==> src/bsjtag_params.svh <==
// Constants for the boundary-scan test logic
`ifndef BSJTAG_PARAMS_SVH
`define BSJTAG_PARAMS_SVH
`define BSJ_IR_WIDTH 4
`define BSJ_IR_EXTEST 4'h0
`define BSJ_IR_SAMPLE 4'h1
`define BSJ_IR_IDCODE 4'h2
`define BSJ_IR_FLOAT 4'h3
`define BSJ_IR_BYPASS 4'hF
`define BSJ_IR_CAPTURE 4'h1
`define BSJ_ID_WIDTH 32
`define BSJ_ID_VER_LSB 28
`define BSJ_ID_PART_LSB 12
`define BSJ_ID_MFR_LSB 1
`define BSJ_ID_VERSION 4'h0
`define BSJ_ID_PART 16'h1234
`define BSJ_ID_MFR 11'h055
`define BSJ_BSR_LEN 8
`define BSJ_TLR_ONES 5
`endif

==> src/bsjtag_pkg.sv <==
// Types for the boundary-scan test logic
package bsjtag_pkg;
  typedef enum logic [3:0] {
    BSJ_RESET = 4'h0,
    BSJ_IDLE = 4'h1,
    BSJ_SEL_DR = 4'h3,
    BSJ_CAP_DR = 4'h2,
    BSJ_SHIFT_DR = 4'h6,
    BSJ_EXIT1_DR = 4'h7,
    BSJ_PAUSE_DR = 4'h5,
    BSJ_EXIT2_DR = 4'h4,
    BSJ_UPD_DR = 4'hC,
    BSJ_SEL_IR = 4'hD,
    BSJ_CAP_IR = 4'hF,
    BSJ_SHIFT_IR = 4'hE,
    BSJ_EXIT1_IR = 4'hA,
    BSJ_PAUSE_IR = 4'hB,
    BSJ_EXIT2_IR = 4'h9,
    BSJ_UPD_IR = 4'h8
  } bsj_tap_t;

  typedef enum logic [1:0] {
    BSJ_SEL_BYP = 2'h0,
    BSJ_SEL_BSR = 2'h1,
    BSJ_SEL_ID = 2'h2
  } bsj_sel_t;
endpackage

==> src/bsjtag_tap.sv <==
// Boundary-scan TAP: instruction register and test data registers
`timescale 1ns/1ps
`include "bsjtag_params.svh"
// Function
// (RL1) Four-bit instruction register, sixteen codes
// (RL2) Instruction LSB shifts out to TDO first
// (RL3) Instruction shifts only in Shift-IR
// (RL4) Data registers parallel, instruction picks path
// (RL5) Instruction defines single shifted data register
// (RL6) Unselected registers leave system and path alone
// (RL7) Bypass is one stage, captures zero
// (RL8) Bypass leaves normal function untouched
// (RL9) Boundary register drives and samples pins
// (RL10) Read-only 32-bit identification register
// (RL11) Version, part, maker fields, bit0 one
// (RL12) Code 0 selects boundary register, EXTEST
// (RL13) Code 1 samples pins via boundary register
// (RL14) Code 1 preloads boundary update latches
// (RL15) Code 2 selects identification register
// (RL16) Code 3 floats all outputs
// (RL17) Code F selects bypass register
// (RL18) New instruction acts at Update-IR
// (RL19) Shift LSB first, TDO on falling edge
// (RL20) Five TMS-high cycles reach reset
// (RL21) Controller resets TAP after power-up
// (RL22) Unassigned codes act as bypass
// (RL23) Reset instruction is identification
module bsjtag_tap #(
  parameter int BSR_LEN = `BSJ_BSR_LEN,
  parameter logic [3:0] ID_VERSION = `BSJ_ID_VERSION,
  parameter logic [15:0] ID_PART = `BSJ_ID_PART,
  // Maker code value is arbitrary
  parameter logic [10:0] ID_MFR = `BSJ_ID_MFR
) (
  // System clock, reset, enable
  input wire logic CLK_SYS,
  input wire logic RSTN,
  input wire logic CE,
  // Test access pins
  input wire logic TEST_CLOCK_PIN,
  input wire logic TMS,
  input wire logic TDI,
  input wire logic TRSTN,
  output logic TDO,
  output logic TDO_OE,
  // Core pin boundary
  input wire logic [BSR_LEN-1:0] CORE_OUT,
  input wire logic [BSR_LEN-1:0] PIN_IN,
  output logic [BSR_LEN-1:0] PIN_OUT,
  output logic PIN_OE,
  // Status
  output logic [3:0] INSTRUCTION_BITS,
  output logic TAP_IN_RESET
);
  typedef struct packed {
    bsjtag_pkg::bsj_tap_t tap;
    logic tck_d;
    logic [3:0] ir_shift;
    logic [3:0] ir;
    logic byp;
    logic [BSR_LEN-1:0] bsr_shift;
    logic [BSR_LEN-1:0] bsr_upd;
    logic [`BSJ_ID_WIDTH-1:0] id_shift;
    logic tdo;
    logic tdo_oe;
    logic [2:0] ones;
  } bsj_state_t;

  logic [1:0] rst_sync;
  logic rst_n;
  logic tck_s, tms_s, tdi_s, trst_n_s;
  logic [3:0] sync_q;
  bsj_state_t st_reg, st_next;
  logic rise, fall;
  bsjtag_pkg::bsj_sel_t sel;

  // Reset release through two flops
  always_ff @(posedge CLK_SYS or negedge RSTN) begin
    if (!RSTN) begin
      rst_sync <= 2'h0;
    end else begin
      rst_sync <= {rst_sync[0], 1'b1};
    end
  end
  assign rst_n = rst_sync[1];

  // Pins come from the tester's clock domain
  bsjtag_sync #(.WIDTH(4)) u_sync (
    .clk(CLK_SYS),
    .rst_n(rst_n),
    .ce(CE),
    .d({TEST_CLOCK_PIN, TMS, TDI, TRSTN}),
    .q(sync_q)
  );
  assign {tck_s, tms_s, tdi_s, trst_n_s} = sync_q;

  // Instruction to register selection, unknown codes bypass
  function automatic bsjtag_pkg::bsj_sel_t dec_sel(input logic [3:0] code);
    case (code)
      `BSJ_IR_EXTEST: dec_sel = bsjtag_pkg::BSJ_SEL_BSR; // RL12
      `BSJ_IR_SAMPLE: dec_sel = bsjtag_pkg::BSJ_SEL_BSR; // RL13
      `BSJ_IR_IDCODE: dec_sel = bsjtag_pkg::BSJ_SEL_ID; // RL15
      `BSJ_IR_BYPASS: dec_sel = bsjtag_pkg::BSJ_SEL_BYP; // RL17
      default: dec_sel = bsjtag_pkg::BSJ_SEL_BYP; // RL22
    endcase
  endfunction

  function automatic bsjtag_pkg::bsj_tap_t tap_step(input bsjtag_pkg::bsj_tap_t s,
                                                     input logic m);
    case (s)
      bsjtag_pkg::BSJ_RESET: tap_step = m ? bsjtag_pkg::BSJ_RESET : bsjtag_pkg::BSJ_IDLE;
      bsjtag_pkg::BSJ_IDLE: tap_step = m ? bsjtag_pkg::BSJ_SEL_DR : bsjtag_pkg::BSJ_IDLE;
      bsjtag_pkg::BSJ_SEL_DR: tap_step = m ? bsjtag_pkg::BSJ_SEL_IR : bsjtag_pkg::BSJ_CAP_DR;
      bsjtag_pkg::BSJ_CAP_DR: tap_step = m ? bsjtag_pkg::BSJ_EXIT1_DR : bsjtag_pkg::BSJ_SHIFT_DR;
      bsjtag_pkg::BSJ_SHIFT_DR: tap_step = m ? bsjtag_pkg::BSJ_EXIT1_DR : bsjtag_pkg::BSJ_SHIFT_DR;
      bsjtag_pkg::BSJ_EXIT1_DR: tap_step = m ? bsjtag_pkg::BSJ_UPD_DR : bsjtag_pkg::BSJ_PAUSE_DR;
      bsjtag_pkg::BSJ_PAUSE_DR: tap_step = m ? bsjtag_pkg::BSJ_EXIT2_DR : bsjtag_pkg::BSJ_PAUSE_DR;
      bsjtag_pkg::BSJ_EXIT2_DR: tap_step = m ? bsjtag_pkg::BSJ_UPD_DR : bsjtag_pkg::BSJ_SHIFT_DR;
      bsjtag_pkg::BSJ_UPD_DR: tap_step = m ? bsjtag_pkg::BSJ_SEL_DR : bsjtag_pkg::BSJ_IDLE;
      bsjtag_pkg::BSJ_SEL_IR: tap_step = m ? bsjtag_pkg::BSJ_RESET : bsjtag_pkg::BSJ_CAP_IR;
      bsjtag_pkg::BSJ_CAP_IR: tap_step = m ? bsjtag_pkg::BSJ_EXIT1_IR : bsjtag_pkg::BSJ_SHIFT_IR;
      bsjtag_pkg::BSJ_SHIFT_IR: tap_step = m ? bsjtag_pkg::BSJ_EXIT1_IR : bsjtag_pkg::BSJ_SHIFT_IR;
      bsjtag_pkg::BSJ_EXIT1_IR: tap_step = m ? bsjtag_pkg::BSJ_UPD_IR : bsjtag_pkg::BSJ_PAUSE_IR;
      bsjtag_pkg::BSJ_PAUSE_IR: tap_step = m ? bsjtag_pkg::BSJ_EXIT2_IR : bsjtag_pkg::BSJ_PAUSE_IR;
      bsjtag_pkg::BSJ_EXIT2_IR: tap_step = m ? bsjtag_pkg::BSJ_UPD_IR : bsjtag_pkg::BSJ_SHIFT_IR;
      bsjtag_pkg::BSJ_UPD_IR: tap_step = m ? bsjtag_pkg::BSJ_SEL_DR : bsjtag_pkg::BSJ_IDLE;
      default: tap_step = bsjtag_pkg::BSJ_RESET;
    endcase
  endfunction

  assign rise = tck_s && !st_reg.tck_d;
  assign fall = !tck_s && st_reg.tck_d;
  assign sel = dec_sel(st_reg.ir); // RL5

  always_comb begin
    st_next = st_reg;
    st_next.tck_d = tck_s;
    if (!trst_n_s) begin
      st_next.tap = bsjtag_pkg::BSJ_RESET;
      st_next.ir = `BSJ_IR_IDCODE; // RL23
      st_next.ones = 3'h0;
    end else if (rise) begin
      st_next.tap = tap_step(st_reg.tap, tms_s); // RL20
      // Counter only mirrors the walk to reset for checking
      if (!tms_s) begin
        st_next.ones = 3'h0;
      end else if (st_reg.ones != 3'h7) begin
        st_next.ones = st_reg.ones + 3'h1;
      end
      case (st_reg.tap)
        bsjtag_pkg::BSJ_RESET: begin
          st_next.ir = `BSJ_IR_IDCODE; // RL23
        end
        bsjtag_pkg::BSJ_CAP_IR: begin
          st_next.ir_shift = `BSJ_IR_CAPTURE;
        end
        bsjtag_pkg::BSJ_SHIFT_IR: begin
          st_next.ir_shift = {tdi_s, st_reg.ir_shift[3:1]}; // RL3
        end
        bsjtag_pkg::BSJ_UPD_IR: begin
          st_next.ir = st_reg.ir_shift; // RL18
        end
        bsjtag_pkg::BSJ_CAP_DR: begin
          // Only the selected register captures
          case (sel) // RL6
            bsjtag_pkg::BSJ_SEL_BSR: begin
              // Both boundary codes snapshot the pin side
              st_next.bsr_shift = PIN_IN; // RL12 RL13
            end
            bsjtag_pkg::BSJ_SEL_ID: begin
              st_next.id_shift = {ID_VERSION, ID_PART, ID_MFR, 1'b1}; // RL11
            end
            default: begin
              st_next.byp = 1'b0; // RL7
            end
          endcase
        end
        bsjtag_pkg::BSJ_SHIFT_DR: begin
          case (sel)
            bsjtag_pkg::BSJ_SEL_BSR: begin
              st_next.bsr_shift = {tdi_s, st_reg.bsr_shift[BSR_LEN-1:1]}; // RL9
            end
            bsjtag_pkg::BSJ_SEL_ID: begin
              st_next.id_shift = {tdi_s, st_reg.id_shift[`BSJ_ID_WIDTH-1:1]}; // RL10
            end
            default: begin
              st_next.byp = tdi_s; // RL7
            end
          endcase
        end
        bsjtag_pkg::BSJ_UPD_DR: begin
          if (sel == bsjtag_pkg::BSJ_SEL_BSR) begin
            st_next.bsr_upd = st_reg.bsr_shift; // RL14
          end
        end
        default: begin
          st_next.ones = st_next.ones;
        end
      endcase
    end else if (fall) begin
      // TDO moves on the falling edge, LSB first
      st_next.tdo_oe = (st_reg.tap == bsjtag_pkg::BSJ_SHIFT_IR) ||
                       (st_reg.tap == bsjtag_pkg::BSJ_SHIFT_DR); // RL19
      if (st_reg.tap == bsjtag_pkg::BSJ_SHIFT_IR) begin
        st_next.tdo = st_reg.ir_shift[0]; // RL2
      end else begin
        case (sel)
          bsjtag_pkg::BSJ_SEL_BSR: st_next.tdo = st_reg.bsr_shift[0]; // RL4
          bsjtag_pkg::BSJ_SEL_ID: st_next.tdo = st_reg.id_shift[0]; // RL4
          default: st_next.tdo = st_reg.byp; // RL4
        endcase
      end
    end
  end

  always_ff @(posedge CLK_SYS or negedge rst_n) begin
    if (!rst_n) begin
      st_reg <= '{tap: bsjtag_pkg::BSJ_RESET, ir: `BSJ_IR_IDCODE, default: '0};
    end else if (CE) begin
      st_reg <= st_next;
    end
  end

  // Core drives pins unless EXTEST owns them or code 3 floats them; bypass changes nothing
  always_comb begin
    PIN_OUT = CORE_OUT; // RL8
    PIN_OE = 1'b1;
    if (st_reg.ir == `BSJ_IR_EXTEST) begin
      PIN_OUT = st_reg.bsr_upd; // RL9
    end else if (st_reg.ir == `BSJ_IR_FLOAT) begin
      PIN_OE = 1'b0; // RL16
    end
  end

  assign TDO = st_reg.tdo;
  assign TDO_OE = st_reg.tdo_oe;
  assign INSTRUCTION_BITS = st_reg.ir; // RL1
  assign TAP_IN_RESET = (st_reg.tap == bsjtag_pkg::BSJ_RESET);

  property p_five_ones;
    @(posedge CLK_SYS) disable iff (!rst_n)
      (CE && rise && st_reg.ones >= 3'h4 && tms_s) |=> TAP_IN_RESET;
  endproperty
  a_five_ones: assert property (p_five_ones) else $error("TAP not reset by TMS"); // RL20
  property p_upd_ir;
    @(posedge CLK_SYS) disable iff (!rst_n)
      (CE && rise && trst_n_s && st_reg.tap == bsjtag_pkg::BSJ_UPD_IR) |=>
      (INSTRUCTION_BITS == $past(st_reg.ir_shift));
  endproperty
  a_upd_ir: assert property (p_upd_ir) else $error("Instruction not loaded"); // RL18
  property p_ir_hold;
    @(posedge CLK_SYS) disable iff (!rst_n)
      (st_reg.tap != bsjtag_pkg::BSJ_UPD_IR && st_reg.tap != bsjtag_pkg::BSJ_RESET &&
       trst_n_s) |=> $stable(INSTRUCTION_BITS);
  endproperty
  a_ir_hold: assert property (p_ir_hold) else $error("Instruction changed early"); // RL3
  property p_byp_cap;
    @(posedge CLK_SYS) disable iff (!rst_n)
      (CE && rise && trst_n_s && st_reg.tap == bsjtag_pkg::BSJ_CAP_DR &&
       sel == bsjtag_pkg::BSJ_SEL_BYP) |=> !st_reg.byp;
  endproperty
  a_byp_cap: assert property (p_byp_cap) else $error("Bypass did not capture zero"); // RL7
  property p_id_cap;
    @(posedge CLK_SYS) disable iff (!rst_n)
      (CE && rise && trst_n_s && st_reg.tap == bsjtag_pkg::BSJ_CAP_DR &&
       sel == bsjtag_pkg::BSJ_SEL_ID) |=>
      (st_reg.id_shift[0] && st_reg.id_shift[31:28] == ID_VERSION);
  endproperty
  a_id_cap: assert property (p_id_cap) else $error("Identification capture wrong"); // RL11
  property p_float;
    @(posedge CLK_SYS) disable iff (!rst_n)
      (INSTRUCTION_BITS == `BSJ_IR_FLOAT) |-> !PIN_OE;
  endproperty
  a_float: assert property (p_float) else $error("Outputs not floated"); // RL16
  property p_byp_pins;
    @(posedge CLK_SYS) disable iff (!rst_n)
      (INSTRUCTION_BITS == `BSJ_IR_BYPASS) |-> (PIN_OUT == CORE_OUT && PIN_OE);
  endproperty
  a_byp_pins: assert property (p_byp_pins) else $error("Bypass disturbed pins"); // RL8
  property p_tdo_fall;
    @(posedge CLK_SYS) disable iff (!rst_n)
      !(CE && fall) |=> $stable(TDO);
  endproperty
  a_tdo_fall: assert property (p_tdo_fall) else $error("TDO moved off a fall"); // RL19
  property p_trst;
    @(posedge CLK_SYS) disable iff (!rst_n)
      (CE && !trst_n_s) |=> (TAP_IN_RESET && INSTRUCTION_BITS == `BSJ_IR_IDCODE);
  endproperty
  a_trst: assert property (p_trst) else $error("Test reset lost identification"); // RL23
  property p_ir_shift;
    @(posedge CLK_SYS) disable iff (!rst_n)
      (CE && rise && trst_n_s && st_reg.tap == bsjtag_pkg::BSJ_SHIFT_IR) |=>
      (st_reg.ir_shift[3] == $past(tdi_s));
  endproperty
  a_ir_shift: assert property (p_ir_shift) else $error("Instruction bit not taken"); // RL3
  property p_tdo_ir;
    @(posedge CLK_SYS) disable iff (!rst_n)
      (CE && fall && trst_n_s && st_reg.tap == bsjtag_pkg::BSJ_SHIFT_IR) |=>
      (TDO == $past(st_reg.ir_shift[0]));
  endproperty
  a_tdo_ir: assert property (p_tdo_ir) else $error("Instruction LSB not on TDO"); // RL2
  property p_oe_shift;
    @(posedge CLK_SYS) disable iff (!rst_n)
      (CE && fall && trst_n_s) |=>
      (TDO_OE == ($past(st_reg.tap) == bsjtag_pkg::BSJ_SHIFT_IR ||
                  $past(st_reg.tap) == bsjtag_pkg::BSJ_SHIFT_DR));
  endproperty
  a_oe_shift: assert property (p_oe_shift) else $error("TDO enable wrong"); // RL19
  property p_bsr_cap;
    @(posedge CLK_SYS) disable iff (!rst_n)
      (CE && rise && trst_n_s && st_reg.tap == bsjtag_pkg::BSJ_CAP_DR &&
       sel == bsjtag_pkg::BSJ_SEL_BSR) |=> (st_reg.bsr_shift == $past(PIN_IN));
  endproperty
  a_bsr_cap: assert property (p_bsr_cap) else $error("Pins not captured"); // RL13
  property p_unsel_id;
    @(posedge CLK_SYS) disable iff (!rst_n)
      (sel != bsjtag_pkg::BSJ_SEL_ID) |=> $stable(st_reg.id_shift);
  endproperty
  a_unsel_id: assert property (p_unsel_id) else $error("Idle identity moved"); // RL6
  property p_unsel_bsr;
    @(posedge CLK_SYS) disable iff (!rst_n)
      (sel != bsjtag_pkg::BSJ_SEL_BSR) |=>
      ($stable(st_reg.bsr_shift) && $stable(st_reg.bsr_upd));
  endproperty
  a_unsel_bsr: assert property (p_unsel_bsr) else $error("Idle boundary moved"); // RL6
  property p_code_byp;
    @(posedge CLK_SYS) disable iff (!rst_n)
      !(INSTRUCTION_BITS inside {`BSJ_IR_EXTEST, `BSJ_IR_SAMPLE, `BSJ_IR_IDCODE}) |->
      (sel == bsjtag_pkg::BSJ_SEL_BYP);
  endproperty
  a_code_byp: assert property (p_code_byp) else $error("Code not on bypass"); // RL22
  property p_code_id;
    @(posedge CLK_SYS) disable iff (!rst_n)
      (INSTRUCTION_BITS == `BSJ_IR_IDCODE) |-> (sel == bsjtag_pkg::BSJ_SEL_ID);
  endproperty
  a_code_id: assert property (p_code_id) else $error("Identity not selected"); // RL15
  property p_code_bsr;
    @(posedge CLK_SYS) disable iff (!rst_n)
      (INSTRUCTION_BITS inside {`BSJ_IR_EXTEST, `BSJ_IR_SAMPLE}) |->
      (sel == bsjtag_pkg::BSJ_SEL_BSR);
  endproperty
  a_code_bsr: assert property (p_code_bsr) else $error("Boundary not selected"); // RL12
  property p_ext_pins;
    @(posedge CLK_SYS) disable iff (!rst_n)
      (INSTRUCTION_BITS == `BSJ_IR_EXTEST) |-> (PIN_OUT == st_reg.bsr_upd);
  endproperty
  a_ext_pins: assert property (p_ext_pins) else $error("Pins not from latches"); // RL9
endmodule

==> src/bsjtag_sync.sv <==
// Two-stage synchroniser for TAP pins
`timescale 1ns/1ps
module bsjtag_sync #(
  parameter int WIDTH = 4
) (
  // Clock, reset, enable
  input wire logic clk,
  input wire logic rst_n,
  input wire logic ce,
  // Data
  input wire logic [WIDTH-1:0] d,
  output logic [WIDTH-1:0] q
);
  logic [WIDTH-1:0] meta_reg;
  logic [WIDTH-1:0] q_reg;

  always_ff @(posedge clk or negedge rst_n) begin
    if (!rst_n) begin
      meta_reg <= '0;
      q_reg <= '0;
    end else if (ce) begin
      meta_reg <= d;
      q_reg <= meta_reg;
    end
  end

  assign q = q_reg;
endmodule

==> config.mk <==
export PLATFORM = sky130hd
export DESIGN_NAME = bsjtag_tap
export DESIGN_NICKNAME = d
export VERILOG_FILES = /design/src/bsjtag_pkg.sv /design/src/bsjtag_tap.sv /design/src/bsjtag_sync.sv
export VERILOG_INCLUDE_DIRS = /design/src
export SDC_FILE = /design/constraint.sdc
export NUM_CORES = 1
export LEC_CHECK = 0
export BUFFER_PORTS_ARGS = -buffer_cell sky130_fd_sc_hd__buf_2
export CORE_MARGIN = 8
export CORE_UTILIZATION = 52
export DETAILED_ROUTE_END_ITERATION = 8
export GPL_ROUTABILITY_DRIVEN = 0
export PLACE_DENSITY = 0.84
export RECOVER_POWER = 25
export SLEW_MARGIN = 10
export SYNTH_ARGS = -nofsm -noshare
export SYNTH_HDL_FRONTEND = slang
export SYNTH_SLANG_ARGS = --single-unit
==> constraint.sdc <==
create_clock -name CLK_SYS -period 2.33 [get_ports CLK_SYS]
set_clock_uncertainty 0.05 [all_clocks]
set_input_delay 0.1165 -clock CLK_SYS [delete_from_list [all_inputs] [get_ports CLK_SYS]]
set_output_delay 0.1165 -clock CLK_SYS [all_outputs]
set_load 0.02 [all_outputs]
* Word-level counts from Yosys, hierarchy flattened
Index checks and enable logic that the tools add are counted.
Word-level totals: bits in registers 74, bits in latches 0, memory bits (writable) 0, bits in read-only memories 0, input bits 23, logic and storage cells 99, memories 0
Operators by class: add/sub/neg operators 0, $mul 0, divide/modulo/power cells 0, magnitude comparators 0, equal/unequal tests 28, shift operators 0, muxes and demuxes 35, bitwise gates (word level) 1, reductions and logical operators 22
Operators with widths (count):
- 32-bit two-way mux | 2
- 32-bit case mux with 2 select lines | 1
- 53-bit two-way mux | 1
- 4-bit case mux with 12 select lines | 1
- 8-bit two-way mux | 5
- 4-bit equality test, second input constant | 8
- 4-bit two-way mux | 7
- 9-bit case mux with 2 select lines | 1
- 6-bit AND reduction | 3
- 4-bit by 2-bit equality test with 1-bit output, second input constant | 4
- 4-bit by 3-bit equality test with 1-bit output, second input constant | 4
- 4-bit case mux with 2 select lines | 2
- 2-bit != test, second input constant | 6
- 4-bit by 1-bit equality test with 1-bit output, second input constant | 2
- 4-bit zero test | 2
- 1-bit two-way mux | 8
- 4-bit AND reduction | 2
- 2-bit OR reduction | 4
- 2-bit two-way mux | 3
- 3-bit two-way mux | 2
- 5-bit AND reduction | 1
- 2-bit case mux with 2 select lines | 1
- 2-bit nonzero test | 2
- 3-bit != test, second input constant | 1
- other kinds (11) | 13

* Longest topological paths before layout
depth after elaboration 9, depth in mapped cells 9, depth with buffers taken out 9

* By module
A second synthesis with hierarchy kept.
Second synthesis, totals: cells, all modules 340, area total of the unflattened synthesis 3463.3 sq um
By module, submodules not included:
- bsjtag_tap | times used 1, cells an instance 323, area each 3131.8 sq um, seq. area each 1652.8 sq um
- bsjtag_sync | times used 1, cells an instance 17, area each 331.6 sq um, seq. area each 200.2 sq um

* Least setup slack after synthesis
Ideal clock, no wire load.
path type register -> register, start point register st_reg[64] (netlist bit), end point register st_reg[64] (netlist bit), setup time 0.121 ns, data arrival time 1.851 ns, required time 2.159 ns, slack 0.308 ns, cell stages (with the launch flop) 6, path buffers 2, clock period less this slack 2.022 ns, cell sequence dfrtp_1 -> buf_4 -> clkbuf_1 -> nor4_1 -> nor2_1 -> a22o_1
RTL lines:
- start: declaration | RTL line bsjtag_tap.sv:73 | bsj_state_t st_reg, st_next;
- start signal: assignment | RTL line bsjtag_tap.sv:220 | st_reg <= st_next;
- 4-bit zero test
- named net TAP_IN_RESET | RTL line bsjtag_tap.sv:53 | output logic TAP_IN_RESET
- 4-bit case mux with 12 select lines | RTL line bsjtag_tap.sv:110 | case (s)
- 4-bit two-way mux | RTL line bsjtag_tap.sv:142 | end else if (rise) begin
- 4-bit two-way mux | RTL line bsjtag_tap.sv:138 | if (!trst_n_s) begin
The timed path passes the listed nets, and every way through them passes these cells. The select of a mux whose other input is x is not followed. A chain may end at the register's enable or synchronous reset.

* Final worst setup path
start point register st_reg, in the netlist INSTRUCTION_BITS[3], end point register st_reg, in the netlist TDO
On the way: cells in the longest elaborated chain, start to end 6
RTL lines:
- 4-bit by 1-bit equality test with 1-bit output or 4-bit zero test (tied branches) | RTL line bsjtag_tap.sv:99 | case (code)
- 2-bit OR reduction (no line)
- 2-bit case mux with 2 select lines * | RTL line bsjtag_tap.sv:99
- 2-bit equality test or 2-bit by 1-bit equality test with 1-bit output (tied branches) | RTL line bsjtag_tap.sv:207 | case (sel)
- 1-bit case mux with 2 select lines * | RTL line bsjtag_tap.sv:207
- 1-bit two-way mux * | RTL line bsjtag_tap.sv:204 | if (st_reg.tap == bsjtag_pkg::BSJ_SHIFT_IR) begin
Every way passes the cells marked *; elsewhere a longest branch is shown, timed or not.

==> results summary <==
The flow ran to the end, and the final reports show no timing, DRC or antenna violations. The number of placement rows came out at 30. In this run the static leakage power is 1.76 nW. The number of pins exceeding their max-slew limit in the final report is 0. The utilization after layout is 0.592.

The transition at the pin with the smallest max-transition slack came out at 1.11 ns. The internal power consumption came out at 1.95 mW. The post-synthesis instance area came out at 0.00348 sq mm. In the post-synthesis netlist, the biggest area contributors are dfrtp_1 53%, nand2_1 8.3%, mux2_2 7.8%. The number of nets still failing antenna checks after routing is 0. The total routed wirelength is 6.41 mm. The I/O pin count is 39. The sequential element share of the synthesized area came out at 0.533. After synthesis, the share of cell area in mux cells is 0.104. The sum of negative setup slack came out at 0 ns.

Dividing total power by cell area gives a power density of 669 mW/mm^2. The placeable core region came out at 0.00664 sq mm. The number of enable flip-flop cells after synthesis came out at 0. The signal arrival time at the worst endpoint is 2.32 ns. The detail-routed net length per standard cell came out at 13.9 um. The initial cell density of the core came out at 0.524. The remaining global-route overflow is 0. The worst setup path is launched from a flip-flop. The overall routing resource usage came out at 0.140. The clock network latency to the later pin of the worst-skew pair is 0.34 ns. The largest fanout on the critical path is 5. After detailed routing, the number of remaining DRC violations is 0. The overall power consumption is 2.63 mW.

The required time of the critical path is 2.50 ns. Of the total synthesized cell area, the portion taken by full adders, half adders and majority gates is 0.00719. Leaving out fill and tap cells, the most frequent cell in the layout is nand2_1.

The final period demand of the worst path is 2.14 ns. The vias per cell is 5.49. The clock tree root driver cell is clkbuf_8. The CTS sink count came out at 74. Of all cell types, the one taking the most synthesized area is dfrtp_1. Entering global routing, the biggest net connects 65 pins. Based on the critical path, the design can be clocked at up to 467 MHz. The die width is 97.8 um.

The headroom to the max-slew limit came out at 0.261. The synthesized-area fraction occupied by ao, oa, aoi and oai cells came out at 0.124. After synthesis, the largest family of logic cells by area is simple AND/OR/NAND/NOR gates. The synthesized area divided by synthesized cell count is 10.2 sq um. STA classifies the critical path endpoint as a flip-flop. The placed wire-length estimate is 4.61 mm. The cell area after layout is 0.00393 sq mm.

TritonCTS built the clock tree. The area fraction of the dominant cell type after synthesis is 0.525. The post-cts resize count is 0.

The fraction of final layout cells with drive strength greater than 1 came out at 0.247. The setup path with the least slack is of type reg2reg. After synthesis the netlist holds a flip-flop and latch count of 74. Among all flip-flop cells after synthesis, the most frequent one is dfrtp_1. The switching share of power is 0.259. The final period utilization is 0.919. The sum of buffers and inverters on the critical path is 1. The worst-case IR drop observed on VDD is 0.000354 V. The clock passes through at most 2 buffers. In this run, distinct cell masters in the synthesized netlist total 47. The H-tree depth is 3. The fraction of power consumed by sequential logic is 0.527.

The worst hold-check path type is in2reg. The reported net switching power is 0.682 mW. The Yosys warning count is 0. The area growth from synthesis to final layout came out at 13.1%. The tool flagged a number of max-cap violations equal to 0. The first routing iteration left 226 violations. The total clock buffers created by CTS came out at 9.

The library cell contributing the largest single delay on the critical path is dfrtp_1. The number of buffers added for setup after CTS is 0. The count of endpoints failing hold in the final timing report is 0. The critical path goes through nor2_1, nand2_1, or2_2, inv_1, ha_1, a221o_1, nand3_1, o21ai_0, mux2_2.

The share of the synthesized netlist area taken by xor and xnor gates came out at 0. The fraction of the mapped netlist area in simple logic gates came out at 0.189. The first global-routing pass estimated 11.2 mm of wire. The length of the first detailed-routing pass in iterations came out at 5. Of the total power, the clock network draws 0.353. The library cells used most frequently in the layout, excluding fill and tap cells, are 77 x nand2_1, 73 x dfrtp_1, 45 x o21ai_0. The vertical die dimension came out at 97.8 um. The kind of cell with the highest combined delay along the critical path is simple AND/OR/NAND/NOR gates. The number of antenna violations at the first check in global routing came out at 0. The number of standard cells after synthesis came out at 342. The number of nets in the synthesized netlist came out at 367.

The post-detailed-placement cell area is 0.00372 sq mm. The via count of the first global-routing pass came out at 2,477. The register clock-pin slew on the reported worst setup and hold paths is 0.08 ns.

The total die area is 0.00956 sq mm. The stage delay of the slowest cell on the critical path came out at 0.45 ns. Setup repair after global routing left no endpoint under its margin. In the final design database the tool counted 402 nets. After synthesis, the share of flip-flops with an asynchronous set or reset is 1.00.

Setup violations remaining at the end of the flow were counted as 0. The register with the most flip-flops in the layout has 58 of them. The number of antenna diodes in the final layout is 0. The count of buffers inserted at the top-level ports came out at 38. The combinational cell fraction of total power is 0.120. The routed layout has 2,527 vias.
[cells by family (layout without fill, tap and decap cells)]
group / after synthesis / after routing
AOI/OAI and AO/OA: 74 / 74
other: 1 / 1
buffers and inverters: 32 / 70
and+or+nand+nor: 126 / 126
adders and majority gates: 2 / 2
DFF: 74 / 74
muxes: 33 / 33
[final timing paths]
path,from,endpoint,slack (ns),cells past startpoint
min reg2reg,rst_sync[0],rst_sync[1],0.30,0
max in group asynchronous,rst_sync[1],st_reg[12],0.48,1
min in group asynchronous,RSTN,rst_sync[1],0.04,2
min,PIN_IN[6],st_reg[51],0.01,3
max reg2reg,INSTRUCTION_BITS[3],TDO,0.19,9
max,INSTRUCTION_BITS[3],TDO,0.19,9
[repair_timing]
| action | in CTS | in global routing |
|---|---|---|
| hold endpoints to repair | 6 | 0 |
| hold buffers | 5 | 0 |
| setup endpoints to repair | 0 | 0 |
[through the flow]
stage	hold slack, ns	cells	setup slack, ns
4_1_cts	0.00626	460	0.187
3_3_place_gp	-0.147	441	0.306
5_1_grt	0.0255	460	0.0767
6_report	0.0124	460	0.189
3_5_place_dp	-0.146	441	0.204
2_1_floorplan	-0.229	342	0.0684
[metal layers]
metal	global-route usage	wire length, um
met4	0.0576	73
met3	0.0448	384
met1	0.172	2920
met5	0	0
met2	0.224	3030
[power groups by stage]
stage / logic, mW / clock network, mW / registers [mW]
after global placement: 0.300 / 0 / 1.41
after global routing: 0.345 / 1.02 / 1.39
final: 0.315 / 0.930 / 1.39
after CTS: 0.322 / 0.953 / 1.39
after detailed placement: 0.315 / 0 / 1.41
after floorplan: 0.227 / 0 / 1.40
[worst min-delay path, cell delays in order]
cell and delay, ns:
buf_2 0.07, mux2i_1 0.06, o21ai_1 0.11
[cells in the mapped netlist, drive strengths merged (2+ instances only)]
cell and instances:
nor2b 12, nand3 5, or3 2, mux2i 8, ha 2, nand2b 2
nand4b 4, o211ai 2, clkbuf 14, a31oi 3, inv 7, a21oi 6
a22o 5, nand2 78, nor4b 3, dfrtp 73, nor3b 3, mux2 25
nor4 4, nor2 8, o21ai 51, buf 11
[final cells by class]
cell class / instances / area, sq um
Multi-Input combinational cell: 236 / 1480
Timing Repair Buffer: 49 / 294
Inverter: 7 / 26.3
Tap cell: 80 / 100
Clock inverter: 5 / 57.6
Clock buffer: 9 / 124
Sequential cell: 74 / 1850
Fill cell: 548 / 2710
Note: power is estimated with default switching activity, not from simulation.
